## config.mk

```make
export PLATFORM = sky130hd
export DESIGN_NAME = quad_uart_host_bus_port
export DESIGN_NICKNAME = d
export VERILOG_FILES = /design/src/include/host_port_pkg.sv /design/src/logic/quad_uart_host_bus_port.sv /design/src/logic/chan_reg_mem.sv
export SDC_FILE = /design/constraint.sdc
export NUM_CORES = 1
export LEC_CHECK = 0
export ABC_CLOCK_PERIOD_IN_PS = 3300
export BUFFER_PORTS_ARGS = -buffer_cell sky130_fd_sc_hd__buf_2
export CAP_MARGIN = 40
export CORE_UTILIZATION = 55
export DETAILED_ROUTE_END_ITERATION = 6
export PLACE_DENSITY_LB_ADDON = 0.08
export SLEW_MARGIN = 20
export SYNTH_ARGS = -nofsm -noshare
export SYNTH_HDL_FRONTEND = slang
export SYNTH_SLANG_ARGS = --single-unit
```

## constraint.sdc

```tcl
create_clock -name ref_clk -period 3.3 [get_ports ref_clk]
set_input_delay 0.99 -clock ref_clk [delete_from_list [all_inputs] [get_ports ref_clk]]
set_output_delay 0.99 -clock ref_clk [all_outputs]
set_load 0.05 [all_outputs]
```

## src/include/host_port_pkg.sv

```systemverilog
package host_port_pkg;

  localparam int DATA_W = 8;
  localparam int ADDR_W = 3;
  localparam int NUM_CHAN = 4;
  localparam int CHAN_W = 2;
  localparam int REGS_PER_CHAN = 8;
  localparam int MEM_ADDR_W = CHAN_W + ADDR_W;
  localparam int MEM_DEPTH = NUM_CHAN * REGS_PER_CHAN;

  // Modem-control bit that enables the channel A interrupt driver in strobe style.
  localparam int MCR_IRQ_EN_BIT = 3;
  // Register index of the modem-control register within each channel.
  localparam logic [ADDR_W-1:0] MCR_INDEX = 3'h4;

  localparam logic [DATA_W-1:0] DATA_RESET = 8'h00;
  localparam logic [CHAN_W-1:0] CHAN_A = 2'h0;
  localparam logic [CHAN_W-1:0] CHAN_B = 2'h1;
  localparam logic [CHAN_W-1:0] CHAN_C = 2'h2;
  localparam logic [CHAN_W-1:0] CHAN_D = 2'h3;

  // Bus style selected by the mode pin.
  localparam logic STYLE_STROBE = 1'b1;
  localparam logic STYLE_RW_LINE = 1'b0;
  localparam logic RW_READ = 1'b1;

endpackage

```

## src/logic/quad_uart_host_bus_port.sv

```systemverilog
`timescale 1ns/1ns
//
// Function
// Mode pin high selects strobe style; read strobe is active low.
// Strobe style: read strobe fall reads addressed register onto data bus.
// Strobe style: write strobe rise stores the bus byte into addressed register.
// Mode pin low: write strobe input is direction, high read, low write.
// Read/write-line style ignores the read strobe input.
// Strobe style: four active-low selects each enable their own channel.
// Read/write-line style: channel A select is the single device select.
// Read/write-line style: channel B select is channel address bit 3.
// Read/write-line style: channel C select is channel address bit 4.
// Read/write-line style ignores the channel D select input.
// Strobe style: channel A interrupt driven when modem control bit 3 set.
// Read/write-line style: interrupt pin is active-low open drain.
// Three address inputs choose one of eight registers in the channel.
// Eight-bit data bus driven only during reads, sampled during writes.
// Extra address bits form a two-bit channel index, zero is channel A.
module quad_uart_host_bus_port (
  // Clock and reset
  input wire logic ref_clk,
  input wire logic resetn,
  // Bus style select
  input wire logic bus_style_sel,
  // Host bus
  input wire logic [host_port_pkg::ADDR_W-1:0] reg_addr,
  input wire logic [host_port_pkg::DATA_W-1:0] data_in,
  output logic [host_port_pkg::DATA_W-1:0] data_out,
  output logic data_oe,
  input wire logic read_strobe_n,
  input wire logic write_strobe_n,
  input wire logic chan_a_select_n,
  input wire logic chan_b_select_n,
  input wire logic chan_c_select_n,
  input wire logic chan_d_select_n,
  // Interrupt source and pin
  input wire logic [host_port_pkg::NUM_CHAN-1:0] chan_irq,
  output logic chan_a_irq_out,
  output logic chan_a_irq_oe
);

  // ----------------------------------------------------------------
  // State
  // ----------------------------------------------------------------
  typedef struct packed {
    logic rd_active;
    logic wr_active;
    logic rw_active;
    logic rw_is_read;
    logic [host_port_pkg::MEM_ADDR_W-1:0] wr_addr;
    logic [host_port_pkg::MEM_ADDR_W-1:0] rd_addr;
    logic rd_valid;
    // Marks the cycle in which the memory's registered read data belong to rd_addr.
    logic rd_pend;
    logic [host_port_pkg::DATA_W-1:0] data_out;
    logic data_oe;
    logic [host_port_pkg::NUM_CHAN-1:0] irq_en;
    logic irq_out;
    logic irq_oe;
  } port_state_s;

  port_state_s st_q;
  port_state_s st_d;

  logic sel_valid;
  logic [host_port_pkg::CHAN_W-1:0] sel_chan;
  logic rd_req;
  logic wr_req;
  logic mem_wr_en;
  logic [host_port_pkg::DATA_W-1:0] mem_rd_data;

  // ----------------------------------------------------------------
  // Channel decode
  // ----------------------------------------------------------------
  always_comb begin
    sel_valid = 1'b0;
    sel_chan = host_port_pkg::CHAN_A;
    if (bus_style_sel == host_port_pkg::STYLE_STROBE) begin
      // Exactly one select is expected low; the lowest channel wins otherwise.
      if (!chan_a_select_n) begin
        sel_valid = 1'b1;
        sel_chan = host_port_pkg::CHAN_A;
      end else if (!chan_b_select_n) begin
        sel_valid = 1'b1;
        sel_chan = host_port_pkg::CHAN_B;
      end else if (!chan_c_select_n) begin
        sel_valid = 1'b1;
        sel_chan = host_port_pkg::CHAN_C;
      end else if (!chan_d_select_n) begin
        sel_valid = 1'b1;
        sel_chan = host_port_pkg::CHAN_D;
      end
    end else begin
      sel_valid = !chan_a_select_n;
      sel_chan = {chan_c_select_n, chan_b_select_n}; // see R8 see R9 see R10
    end
  end

  // ----------------------------------------------------------------
  // Transfer requests
  // ----------------------------------------------------------------
  always_comb begin
    if (bus_style_sel == host_port_pkg::STYLE_STROBE) begin
      rd_req = sel_valid && !read_strobe_n; // see R1
      wr_req = sel_valid && !write_strobe_n;
    end else begin
      // Read strobe plays no part in this style.
      rd_req = sel_valid && (write_strobe_n == host_port_pkg::RW_READ); // see R4
      wr_req = sel_valid && (write_strobe_n != host_port_pkg::RW_READ);
    end
  end

  // ----------------------------------------------------------------
  // Next state
  // ----------------------------------------------------------------
  always_comb begin
    st_d = st_q;
    mem_wr_en = 1'b0;
    st_d.rd_valid = 1'b0;
    if (bus_style_sel == host_port_pkg::STYLE_STROBE) begin
      st_d.rw_active = 1'b0;
      // Read starts on the falling strobe edge.
      if (rd_req && !st_q.rd_active) begin
        st_d.rd_addr = {sel_chan, reg_addr};
        st_d.rd_valid = 1'b1;
      end
      st_d.rd_active = rd_req;
      // Write latches address on the falling edge and data on the rising edge.
      if (wr_req && !st_q.wr_active) begin
        st_d.wr_addr = {sel_chan, reg_addr};
      end
      if (!wr_req && st_q.wr_active) begin
        mem_wr_en = 1'b1;
      end
      st_d.wr_active = wr_req;
    end else begin
      st_d.rd_active = 1'b0;
      st_d.wr_active = 1'b0;
      if (sel_valid && !st_q.rw_active) begin
        st_d.rw_is_read = rd_req;
        st_d.rd_addr = {sel_chan, reg_addr};
        st_d.wr_addr = {sel_chan, reg_addr};
        st_d.rd_valid = rd_req;
      end
      // A write completes when the device select is released.
      if (!sel_valid && st_q.rw_active && !st_q.rw_is_read) begin
        mem_wr_en = 1'b1;
      end
      st_d.rw_active = sel_valid;
    end
    // The memory registers its read data, so the byte for a new address is one cycle late.
    st_d.rd_pend = st_q.rd_valid;
    if (st_q.rd_pend) begin
      st_d.data_out = mem_rd_data;
    end
    st_d.data_oe = rd_req;
    if (mem_wr_en && st_q.wr_addr[host_port_pkg::ADDR_W-1:0] == host_port_pkg::MCR_INDEX) begin
      st_d.irq_en[st_q.wr_addr[host_port_pkg::MEM_ADDR_W-1:host_port_pkg::ADDR_W]] =
        data_in[host_port_pkg::MCR_IRQ_EN_BIT];
    end
    if (bus_style_sel == host_port_pkg::STYLE_STROBE) begin
      st_d.irq_out = chan_irq[host_port_pkg::CHAN_A];
      st_d.irq_oe = st_q.irq_en[host_port_pkg::CHAN_A];
    end else begin
      // Pull low only while any channel requests service.
      st_d.irq_out = 1'b0;
      st_d.irq_oe = |chan_irq;
    end
    if (!resetn) begin
      st_d = '0;
      st_d.data_out = host_port_pkg::DATA_RESET;
    end
  end

  always_ff @(posedge ref_clk) begin
    st_q <= st_d;
  end

  // ----------------------------------------------------------------
  // Register storage
  // ----------------------------------------------------------------
  chan_reg_mem u_mem (
    .ref_clk(ref_clk),
    .wr_en(mem_wr_en),
    .wr_addr(st_q.wr_addr),
    .wr_data(data_in),
    .rd_addr(st_q.rd_addr),
    .rd_data(mem_rd_data)
  );

  assign data_out = st_q.data_out;
  assign data_oe = st_q.data_oe;
  assign chan_a_irq_out = st_q.irq_out;
  assign chan_a_irq_oe = st_q.irq_oe;

endmodule

```

## src/logic/chan_reg_mem.sv

```systemverilog
`timescale 1ns/1ns
module chan_reg_mem (
  // Clock
  input wire logic ref_clk,
  // Write port
  input wire logic wr_en,
  input wire logic [host_port_pkg::MEM_ADDR_W-1:0] wr_addr,
  input wire logic [host_port_pkg::DATA_W-1:0] wr_data,
  // Read port
  input wire logic [host_port_pkg::MEM_ADDR_W-1:0] rd_addr,
  output logic [host_port_pkg::DATA_W-1:0] rd_data
);

  logic [host_port_pkg::DATA_W-1:0] mem [host_port_pkg::MEM_DEPTH];

  always_ff @(posedge ref_clk) begin
    if (wr_en) begin
      mem[wr_addr] <= wr_data;
    end
    rd_data <= mem[rd_addr];
  end

endmodule

```

=== Yosys cells after proc, flatten, opt, wreduce, memory -nomap -nowiden ===
Memories as Yosys holds them, arrays and structs flattened. A register that Yosys moved wholly into a read port is not among the register bits.
Cells that the tools add are included.

* Order comparisons: 2
* Equality and inequality tests: 3
* Multiplexer cells: 25
* Bitwise gates (word level): 3
* Reductions and logical operators: 28

{| class="wikitable"
|+ Operator list
! cell !! number
|-
| $mux W11 || 2
|-
| $mux W1 || 14
|-
| $logic_and A1 B1 Y1 || 12
|-
| $mux W2 || 5
|-
| $logic_not A1 Y1 || 9
|-
| $reduce_and A2 Y1 || 4
|-
| $mux W6 || 1
|-
| $mux W5 || 1
|-
| $bwmux W4 || 1
|-
| $ne A2 B1 Y1 const B || 2
|-
| $reduce_or A4 Y1 || 1
|-
| $eq A3 B3 Y1 const B || 1
|-
| $lt A2 B3 Y1 const B || 1
|-
| $not A1 Y1 || 3
|-
| $demux W1 S2 || 1
|-
| $ge A2 B1 Y1 const B || 1
|-
| $reduce_bool A2 Y1 || 1
|-
| $reduce_or A2 Y1 || 1
|}

* Register bits after elaboration: 31
* Memory bits (writable): 256
* Input port bits: 24
* Output and inout bits: 11
* Word-level logic and storage cells: 75
* Memories: 1

{| class="wikitable"
|+ Memory list
! memory !! depth !! bits a word !! read ports !! clocked after memory_dff !! wr ports !! RTL line !! source
|-
| u_mem.mem || 32 || 8 || 1 || 1 || 1 || chan_reg_mem.sv:14 || <nowiki>logic [host_port_pkg::DATA_W-1:0] mem [host_port_pkg::MEM_DEPTH];</nowiki>
|}

=== Logic depth before layout (Yosys ltp) ===
Gate-level depths: netlist (run 1).

* Word-level depth: 13
* Depth in mapped cells: 6
* Mapped depth without buffers: 4

=== By module ===
Synthesis (run 1) repeated with hierarchy kept, for this count alone.

* Cells, all modules: 547
* Area total of the unflattened synthesis: 11320.9 um^2

{| class="wikitable"
|+ Modules (own cells, without submodules)
! module !! times used !! cells each !! area an instance (um^2) !! seq. area each (um^2)
|-
| chan_reg_mem || 1 || 417 || 10053.4 || 7847.5
|-
| quad_uart_host_bus_port || 1 || 130 || 1267.5 || 560.5
|}

=== Worst setup path after synthesis (run 1) ===
OpenSTA, ideal clock, no wires.

* Path type: input to register
* Start point: in chan_a_select_n
* End point: mem u_mem.mem[10][0] (netlist bit) (enable)
* Setup time: 0.370 ns
* Arrival time: 2.368 ns
* Data required time: 2.930 ns
* Setup slack: 0.561 ns
* Stages on the path: 5
* Path buffers: 1
* Cells stage by stage: clkbuf_1 > nand4_1 > o21ai_0 > o211ai_1 > nor2_1

* Word-level cells in the longest chain between the ends: 10
* Elaborated cells between the ends (all ways): 16
* Those cells by class: mux (8); reduce/logical (8)

{| class="wikitable"
|+ Ends and longest elaborated chain
! what !! RTL line !! source
|-
| start, declared || quad_uart_host_bus_port.sv:32 || <nowiki>input wire logic chan_a_select_n,</nowiki>
|-
| $mux W1 or $logic_not A1 Y1 (tied branches) || quad_uart_host_bus_port.sv:80, quad_uart_host_bus_port.sv:94 ||
|-
| $mux W1 (*) || quad_uart_host_bus_port.sv:78 || <nowiki>if (bus_style_sel == host_port_pkg::STYLE_STROBE) begin</nowiki>
|-
| $logic_and A1 B1 Y1, on equally long branches || quad_uart_host_bus_port.sv:109, quad_uart_host_bus_port.sv:105 ||
|-
| $mux W1 || quad_uart_host_bus_port.sv:103 || <nowiki>if (bus_style_sel == host_port_pkg::STYLE_STROBE) begin</nowiki>
|-
| $logic_not A1 Y1 || quad_uart_host_bus_port.sv:132 || <nowiki>if (!wr_req && st_q.wr_active) begin</nowiki>
|-
| $logic_and A1 B1 Y1 || quad_uart_host_bus_port.sv:132 ||
|-
| $mux W1 || quad_uart_host_bus_port.sv:132 ||
|-
| $mux W1 (*) || quad_uart_host_bus_port.sv:120 || <nowiki>if (bus_style_sel == host_port_pkg::STYLE_STROBE) begin</nowiki>
|-
| $mux W1 (*) || chan_reg_mem.sv:17 || <nowiki>if (wr_en) begin</nowiki>
|-
| $mux W1 (implied by the code) (*) || chan_reg_mem.sv:18 || <nowiki>mem[wr_addr] <= wr_data;</nowiki>
|-
| end, declared || chan_reg_mem.sv:14 ||
|}

Mark *: on every way between the ends. The rest lies on a longest branch, timed or not.

==> qor.csv, run 1 <==
metric,value,unit
Post-route DRC,0,
Overflow after GRT,0,
Overall Power,7.80,mW
final instance area,0.0128,sq mm
"Req. time, crit path",3.73,ns
CP endpoint kind,register,
Tcrit/Tclk final,74.3,%
Worst setup SP type,register,
Ys Warns,0,
Worst-Margin Slew,0.786,ns
r2r startpoint,st_q[18]$_SDFFE_PN0P_,
total wire length,23800,um
die footprint,0.0210,sq mm
antenna cell count,0,
Rel. slew slack,47.5,%
WS Path Type,register to register,
worst path cell trace,"buf_12, mux4_2, mux4_2, mux2_2",
I/O Buffers,34,
Final nets,637,
initial antenna violation count,0,
routed vias/inst,6.11,
Layout Area Growth over Synthesis,13.6,%
Starting DRT DRC Count,441,
# IOs,35,
Die X,145,um
clock slew at reported path FFs,0.06,ns
synthesized area,0.0112,sq mm
# setup viols final,0,
DR vias,5499,
Post-synth ARST share,0,%
hold violation count in the final report,0,
first-pass GRT wire length,35900,um
Area after DPL,0.0118,sq mm
wire per inst,26.5,um
count of cell types in the netlist,34,
power per cell area,611,mW/mm^2
Starting Density,56.9,%
"Hold-fix buffers, CTS",0,
RSZ-0062 raised after global routing,false,
total of max-cap violations,0,
"Net Count, Synth",575,
post-synthesis instance total,551,
crit-path max FO,28,
beginning of the critical path,st_q[18]$_SDFFE_PN0P_,
post-synth top area share,68.4,%
H-Tree Depth,1,
top-count cell post-synth,edfxtp_1,
GRT Overall Usage,23.8,%
Mean Syn Cell Area,20.4,sq um
outcome,"complete, no violations",
fill count,1363,
CTS Buf Count,29,
Most used DFF post-synth,edfxtp_1,
crit path DAT,2.88,ns
TritonCTS clock tree,done,
layout cells sized above 1,32.1,%
"top cells by area, synth","edfxtp_1 68%, mux4_2 16%, dfxtp_1 6.4%, nor2_1 1.5%, mux2i_1 0.89%",
Leakage,4.06,nW
HPWL after DPL,15100,um
number of synthesized flops with an enable pin,256,
Layout Utilization,64.6,%
Yosys top cell by area,edfxtp_1,
GP Congestion,0.899,
vias in the first global route,5576,
Max VDD drop,649,uV
sequential area share after synthesis,74.8,%
final setup TNS,0,ns
Sink Count,292,
"Top cell by count, worst path",mux4_2,
"slowest stage delay, CP",0.62,ns
"Setup Fix Bufs, Post-CTS",0,
HP Class,register to register,
Crit-path slowest cell,dfxtp_4,
cts repair resizes,0,
Tmin final,2.45,ns
Fin Hold WS,0.435,ns
most instantiated cells after synthesis,"256 x edfxtp_1, 80 x mux4_2, 46 x nor2_1",
Die Height,145,um
ANT nets after route,0,
CTS root buf,clkbuf_16,
hold path start,st_q[16]$_SDFF_PN0_,
Max Root-Sink Buffers,3,
drt first pass iters,5,
#FFs+latches synth,292,
Core Footprint,0.0198,sq mm
row count,51,
final slew viol count,0,
largest net degree at the start of global routing,38,
clk_lat worst skew,0.54,ns
highest achievable clock rate,0.408,GHz
Clock Skews,0.0191,ns
## registers in the layout (all words and copies together) (netlist names)
name	flops
chan_a_irq_oe	1
chan_a_irq_out	1
data_oe	1
data_out	8
st_q	17
u_mem.mem	256
u_mem.rd_data	8
## through the flow
| stage | setup slack, ns | std cells |
|---|---|---|
| floorplan | 0.561 | 551 |
| global placement | 0.267 | 846 |
| detailed placement | 0.385 | 847 |
| CTS | 0.819 | 900 |
| global route | 0.756 | 900 |
| finish | 0.848 | 900 |
## power by group
part	switching, mW	internal (mW)
clock network	1.33	1.92
registers	0.0551	4.05
logic	0.244	0.197
## kinds of logic (layout without fill, tap and decap cells)
kind of cell | count (synthesis) | count (layout) | synth area share (%)
buf+inv | 39 | 123 | 1.99
mux | 98 | 98 | 17.7
compound gates | 35 | 35 | 1.81
simple gates | 87 | 87 | 3.72
flops | 292 | 292 | 74.8
## metal layers
| layer | track usage (%) | vias up | routed length [um] | share of wire [%] |
|---|---|---|---|---|
| met2 | 34.8 | 268 | 10900 | 46 |
| met3 | 3.96 | 43 | 1800 | 7.6 |
| li1 | - | 2385 | - | - |
| met5 | 0 | - | 0 | 0 |
| met1 | 36.6 | 2803 | 10400 | 44 |
| met4 | 8.46 | 0 | 696 | 2.9 |
## final cells by class
type	instances	area (sq um)	area share [%]
clock inverter	21	215	1.69
multi-input combinational	220	2610	20.5
inverter	5	18.8	0.147
clock buffer	32	737	5.77
timing repair buffer	65	440	3.45
tap	265	332	2.60
sequential	292	8410	65.9
## path summary, 6_finish.rpt
kind | endpoint | slack [ns] | depth (start not counted)
setup / recovery | u_mem.rd_data[6]$_DFF_P_ | 0.85 | 4
hold / removal | st_q[15]$_SDFF_PN0_ | 0.43 | 1
setup reg to reg | u_mem.rd_data[6]$_DFF_P_ | 0.85 | 4
hold reg to reg | st_q[15]$_SDFF_PN0_ | 0.43 | 1
## cells in the final DEF, fill, tap and decap left out, types with 5 or more instances in the layout
cell type  count
nor3_1         8
mux2_2         8
edfxtp_1     256
a21oi_1       13
clkbuf_16     29
buf_4         28
nand4_1        5
nand2_1        6
clkinv_2       7
mux4_2        80
o21ai_0       10
inv_1          5
dfxtp_1       34
nor2_1        46
buf_2         34
mux2i_1       10
## worst max-delay path, delay by kind of cell (launching register included)
kind	cells	cell delay, ns
flops	1	0.62
buf+inv	1	0.29
mux	3	1.39
Note: power is estimated with default switching activity, not from simulation.
==> inputs of run 2 (changes only) <==
--- a/config.mk
+++ b/config.mk
@@ -5,7 +5,8 @@
 export SDC_FILE = /design/constraint.sdc
 export NUM_CORES = 1
 export LEC_CHECK = 0
-export ABC_CLOCK_PERIOD_IN_PS = 3300
+export ABC_AREA = 1
+export ABC_CLOCK_PERIOD_IN_PS = 2240
 export BUFFER_PORTS_ARGS = -buffer_cell sky130_fd_sc_hd__buf_2
 export CAP_MARGIN = 40
 export CORE_UTILIZATION = 55
==> constraint.sdc (replaced) <==
create_clock -name ref_clk -period 2.24 [get_ports ref_clk]
set_input_delay 0.672 -clock ref_clk [delete_from_list [all_inputs] [get_ports ref_clk]]
set_output_delay 0.672 -clock ref_clk [all_outputs]
set_load 0.05 [all_outputs]
==> qor.csv, run 2 <==
metric,value,unit,change
Worst setup SP type,register,,
count of cell types in the netlist,23,,-32%
Final nets,1183,,+86%
Max VDD drop,694,uV,+7.0%
Yosys top cell by area,edfxtp_1,,
Post-route DRC,0,,unchanged
# IOs,35,,unchanged
top-count cell post-synth,nand2_1,,
Psw,2.85,mW,+75%
Clock Skews,0.0196,ns,+0.000481 ns
Post-synth ARST share,0,%,unchanged
post-synth top area share,64.6,%,-3.8 points
CTS root buf,clkbuf_16,,
Ys Warns,0,,unchanged
Sink Count,292,,unchanged
power per cell area,886,mW/mm^2,+45%
Overall Power,12.1,mW,+55%
GP Congestion,0.858,,-4.5%
synthesized area,0.0119,sq mm,+5.9%
Adder-Cell Fraction of Synth Area,0,%,unchanged
switching part of the total,23.5,%,+2.7 points
largest net degree at the start of global routing,82,,+120%
Core Footprint,0.0212,sq mm,+6.9%
# setup viols final,0,,unchanged
clk_lat worst skew,0.55,ns,about the same
top flop regs,"u_mem.mem (256), st_q (17)",,
crit path DAT,2.44,ns,-0.44 ns
drt first pass iters,5,,unchanged
HPWL after DPL,18000,um,+19%
antenna cell count,0,,unchanged
placed cell count,1402,,+66%
final slew viol count,0,,unchanged
total wire length,28500,um,+20%
number of synthesized flops with an enable pin,256,,unchanged
Leakage,5.28,nW,+30%
Starting DRT DRC Count,651,,+48%
Tmin final,1.95,ns,-0.499 ns
RSZ-0062 raised after global routing,false,,
"most common cell after layout, fill and taps aside",nand2_1,,
Clock Power Share,40.4,%,-1.2 points
CP endpoint kind,register,,
Layout Cells excl Fill,1458,,+62%
post-synthesis instance total,1087,,+97%
ANT nets after route,0,,unchanged
first-pass GRT wire length,43400,um,+21%
Mean Syn Cell Area,11.0,sq um,-46%
post-synthesis mux area share,0,%,-18 points
die footprint,0.0222,sq mm,+5.8%
GRT Overall Usage,26.5,%,+2.7 points
pre-CTS setup slack,0.0331,ns,-0.352 ns
initial antenna violation count,1,,+1
highest achievable clock rate,0.512,GHz,+26%
"Req. time, crit path",2.72,ns,-1.01 ns
#FFs+latches synth,292,,unchanged
"commonest cells after routing, fill and taps aside","384 x nand2_1, 256 x edfxtp_1, 206 x nand3_1",,
Synth Area in Simple Gates,24.1,%,+20 points
layout cells sized above 1,13.6,%,-19 points
fin worst setup slack,0.288,ns,-0.561 ns
outcome,"complete, no violations",,
hold violation count in the final report,0,,unchanged
final setup TNS,0,ns,unchanged
max reg flops,256,,unchanged
Tcrit/Tclk final,87.1,%,+13 points
Worst-Margin Slew,0.624,ns,-0.163 ns
"Net Count, Synth",1111,,+93%
Rel. slew slack,58.4,%,+11 points
Compound-Gate Fraction of Synth Area,1.06,%,-0.75 points
"Setup Fix Bufs, Post-CTS",0,,unchanged
Seq pwr share,50.0,%,-2.7 points
Layout Area Growth over Synthesis,14.6,%,
"top cells by area, synth","edfxtp_1 65%, nand2_1 12%, nand3_1 8.7%, dfxtp_1 6.1%, nor2_1 2.6%",,
cts repair resizes,0,,unchanged
Die X,149,um,+2.9%
TritonCTS clock tree,done,,
Overflow after GRT,0,,unchanged
DR vias,7938,,+44%
Top reg by flops,u_mem.mem,,
Die Height,149,um,+2.9%
fill count,1664,,+22%
clock slew at reported path FFs,0.06,ns,about the same
largest family of logic cells by synthesized area,simple AND/OR/NAND/NOR gates,,
vias in the first global route,7586,,+36%
HP Class,input port to register,,
WS Path Type,register to register,,
Layout Utilization,64.5,%,about the same
"Hold-fix buffers, CTS",0,,unchanged
CTS Buf Count,30,,+3.4%
row count,53,,+3.9%
H-Tree Depth,1,,unchanged
sequential area share after synthesis,70.6,%,-4.2 points
routed vias/inst,5.44,,-11%
Logic pwr share,9.6,%,+3.9 points
Max Root-Sink Buffers,3,,unchanged
total of max-cap violations,0,,unchanged
Starting Density,56.3,%,-0.56 points
wire per inst,19.5,um,-26%
xor/xnor share of the synthesized area,0,%,unchanged
P_int,9.24,mW,+50%
I/O Buffers,34,,unchanged
most instantiated cells after synthesis,"384 x nand2_1, 256 x edfxtp_1, 206 x nand3_1",,
crit-path max FO,64,,+130%
Most used DFF post-synth,edfxtp_1,,
run 2: cell types whose count changed after synthesis, sizes merged, moves of 5 or more:
| cell | before | now |
|---|---|---|
| buf | 24 | 56 |
| o21ai | 11 | 16 |
| nor2 | 46 | 81 |
| inv | 5 | 23 |
| nand2 | 6 | 387 |
| a21oi | 13 | 8 |
| mux4 | 80 | 0 |
| mux2i | 10 | 0 |
| nand3 | 4 | 208 |
| mux2 | 8 | 0 |
run 2: power by group through the flow:
stage	clock network, mW	registers [mW]	logic (mW)
3_3_place_gp	0	6.16	1.15
2_1_floorplan	0	6.14	0.753
6_report	4.88	6.05	1.16
4_1_cts	4.95	6.05	1.17
3_5_place_dp	0	6.16	1.16
5_1_grt	5.13	6.05	1.28
run 2: worst paths after layout:
| path | to | start | cells after the start | slack (ns) |
|---|---|---|---|---|
| min | chan_a_irq_out$_SDFF_PN0_ | chan_irq[0] | 3 | 0.37 |
| min reg2reg | st_q[15]$_SDFF_PN0_ | st_q[16]$_SDFF_PN0_ | 2 | 0.42 |
| max reg2reg | u_mem.rd_data[0]$_DFF_P_ | st_q[17]$_SDFFE_PN0P_ | 9 | 0.29 |
| max | u_mem.rd_data[0]$_DFF_P_ | st_q[17]$_SDFFE_PN0P_ | 9 | 0.29 |
run 2: logic make-up (layout without fill, tap and decap cells):
logic type      after synthesis  in the layout
simple gates                682            682
flops                       292            292
buf+inv                      88            184
compound gates               25             25
run 2: layout make-up:
class / instances / area, sq um / area share, %
sequential: 292 / 8410 / 61.6
multi-input combinational: 707 / 3000 / 22.0
clock buffer: 39 / 826 / 6.05
timing repair buffer: 104 / 821 / 6.01
tap: 275 / 344 / 2.52
clock inverter: 17 / 155 / 1.14
inverter: 24 / 92.6 / 0.678
run 2: routing by layer:
metal | wire length (um) | global-route usage (%)
met3 | 1930 | 3.85
met2 | 13500 | 42.2
met5 | 0 | 0
met1 | 12100 | 37.2
met4 | 908 | 9.64
run 2: critical path: stages (launching register included):
cell and delay (ns):
dfxtp_4 0.50, buf_4 0.57, nand2_1 0.15, nand3_1 0.14, nand3_1 0.11, nand2_1 0.11, nand2_1 0.05, nand2_1 0.07
nand2_1 0.05, nand2_1 0.09
run 2: through the flow:
stage	area (sq um)	hold WS, ns
floorplan	11900	0.390
global placement	12700	0.394
detailed placement	12700	0.408
CTS	13600	0.350
global route	13600	0.364
finish	13600	0.367
==> inputs of run 3 (changes only) <==
--- a/config.mk
+++ b/config.mk
@@ -5,13 +5,14 @@
 export SDC_FILE = /design/constraint.sdc
 export NUM_CORES = 1
 export LEC_CHECK = 0
-export ABC_AREA = 1
+export ABC_AREA = 0
 export ABC_CLOCK_PERIOD_IN_PS = 2240
 export BUFFER_PORTS_ARGS = -buffer_cell sky130_fd_sc_hd__buf_2
 export CAP_MARGIN = 40
 export CORE_UTILIZATION = 55
 export DETAILED_ROUTE_END_ITERATION = 6
 export PLACE_DENSITY_LB_ADDON = 0.08
+export RECOVER_POWER = 100
 export SLEW_MARGIN = 20
 export SYNTH_ARGS = -nofsm -noshare
 export SYNTH_HDL_FRONTEND = slang
==> qor.csv, run 3 (synthesis results as in run 1) <==
metric,value,unit,change
routed vias/inst,6.17,,+13%
# IOs,35,,unchanged
beginning of the critical path,st_q[18]$_SDFFE_PN0P_,,
Worst setup SP type,register,,
Clock Skews,0.0173,ns,-0.00234 ns
final setup TNS,0,ns,unchanged
Starting DRT DRC Count,524,,-20%
"Top cell by count, worst path",mux4_2,,
fin worst setup slack,0.107,ns,-0.181 ns
"slowest stage delay, CP",0.57,ns,about the same
CTS root buf,clkbuf_16,,
Max Root-Sink Buffers,3,,unchanged
Core Footprint,0.0198,sq mm,-6.5%
outcome,"finished, violations left",,
clk_lat worst skew,0.54,ns,about the same
Final nets,660,,-44%
CP endpoint kind,register,,
"Hold-fix buffers, CTS",0,,unchanged
Worst-Margin Slew,1.73,ns,+1.11 ns
antenna cell count,0,,unchanged
Leakage,4.15,nW,-21%
crit-path max FO,17,,-73%
first-pass GRT wire length,36100,um,-17%
vias in the first global route,5706,,-25%
r2r startpoint,st_q[18]$_SDFFE_PN0P_,,
worst path cell trace,"buf_12, mux4_2, mux4_2, mux2_2",,
Overall Power,11.7,mW,-3.4%
wire per inst,25.9,um,+33%
# setup viols final,0,,unchanged
drt first pass iters,5,,unchanged
Top reg by flops,u_mem.mem,,
total wire length,23900,um,-16%
Die Height,145,um,-2.8%
power per cell area,896,mW/mm^2,+1.1%
DR vias,5692,,-28%
I/O Buffers,34,,unchanged
largest net degree at the start of global routing,34,,-59%
Sink Count,292,,unchanged
H-Tree Depth,1,,unchanged
Overflow after GRT,0,,unchanged
TritonCTS clock tree,done,,
layout cells sized above 1,31.0,%,+17 points
row count,51,,-3.8%
Die X,145,um,-2.8%
failing checks,"capacitance limit, slew limit",,
hold violation count in the final report,0,,unchanged
"Req. time, crit path",2.67,ns,-0.05 ns
Max VDD drop,630,uV,-9.3%
"most common cell after layout, fill and taps aside",edfxtp_1,,
final slew viol count,199,,+199
"Setup Fix Bufs, Post-CTS",0,,unchanged
initial antenna violation count,1,,unchanged
GP Congestion,0.900,,+4.8%
RSZ-0062 raised after global routing,false,,
WS Path Type,register to register,,
Post-route DRC,0,,unchanged
CTS Buf Count,29,,-3.3%
HPWL after DPL,15300,um,-15%
Layout Area Growth over Synthesis,15.9,%,
crit path DAT,2.56,ns,+0.12 ns
pre-CTS setup slack,0.0416,ns,+0.00847 ns
hold path start,read_strobe_n,,
cts repair resizes,0,,unchanged
total of max-cap violations,6,,+6
Crit-path slowest cell,mux4_2,,
die footprint,0.0210,sq mm,-5.5%
highest achievable clock rate,0.469,GHz,-8.5%
Tcrit/Tclk final,95.2,%,+8.1 points
Starting Density,56.9,%,+0.56 points
max reg flops,256,,unchanged
GRT Overall Usage,23.5,%,-3.0 points
top flop regs,"u_mem.mem (256), st_q (17)",,
fill count,1354,,-19%
Tmin final,2.13,ns,+0.181 ns
"reg-to-reg slack, setup",0.11,ns,-0.18 ns
Rel. slew slack,-15.5,%,-74 points
clock slew at reported path FFs,0.06,ns,about the same
HP Class,input port to register,,
ANT nets after route,0,,unchanged
"commonest cells after routing, fill and taps aside","256 x edfxtp_1, 80 x mux4_2, 44 x nor2_1",,
Fin Hold WS,0.337,ns,-0.0303 ns
run 3: through the flow:
step	area (sq um)	util [%]	std cells
after floorplan	11300	-	551
after detailed placement	12300	62.3	870
after CTS	13300	67.3	923
final	13000	65.9	923
after global placement	12300	62.3	869
after global routing	13000	65.9	923
run 3: per-layer routing:
layer / part of all wire (%) / global-route usage, % / wire length, um
met5: 0.054 / 0 / 13
met4: 2.0 / 5.32 / 477
met3: 7.4 / 3.81 / 1770
met2: 46 / 35.8 / 11100
met1: 44 / 36.1 / 10600
run 3: layout make-up:
class                   count  area [sq um]  area share, %
clock buffers              32           747           5.73
well taps                 265           332           2.54
clock inverters            21           231           1.78
repair buffers             88           673           5.16
inverters                   5          18.8          0.144
flip-flops and latches    292          8410           64.5
multi-input cells         220          2620           20.1
run 3: final timing paths:
kind,endpoint,depth (start not counted)
setup reg to reg,u_mem.rd_data[4]$_DFF_P_,4
setup / recovery,u_mem.rd_data[4]$_DFF_P_,4
hold / removal,st_q[30]$_SDFF_PN0_,2
hold reg to reg,st_q[15]$_SDFF_PN0_,1
run 3: worst max-delay path: cells and delay by family, from the launching register on:
kind                   cells  cell delay [ns]
buffers and inverters      1             0.20
flip-flops                 1             0.42
multiplexers               3             1.39
run 3: power by group:
| group | switching [mW] | internal [mW] | total [mW] |
|---|---|---|---|
| combinational | 0.402 | 0.305 | 0.708 |
| clock | 1.97 | 2.97 | 4.94 |
| sequential | 0.0503 | 5.98 | 6.03 |
| total | 2.43 | 9.25 | 11.7 |
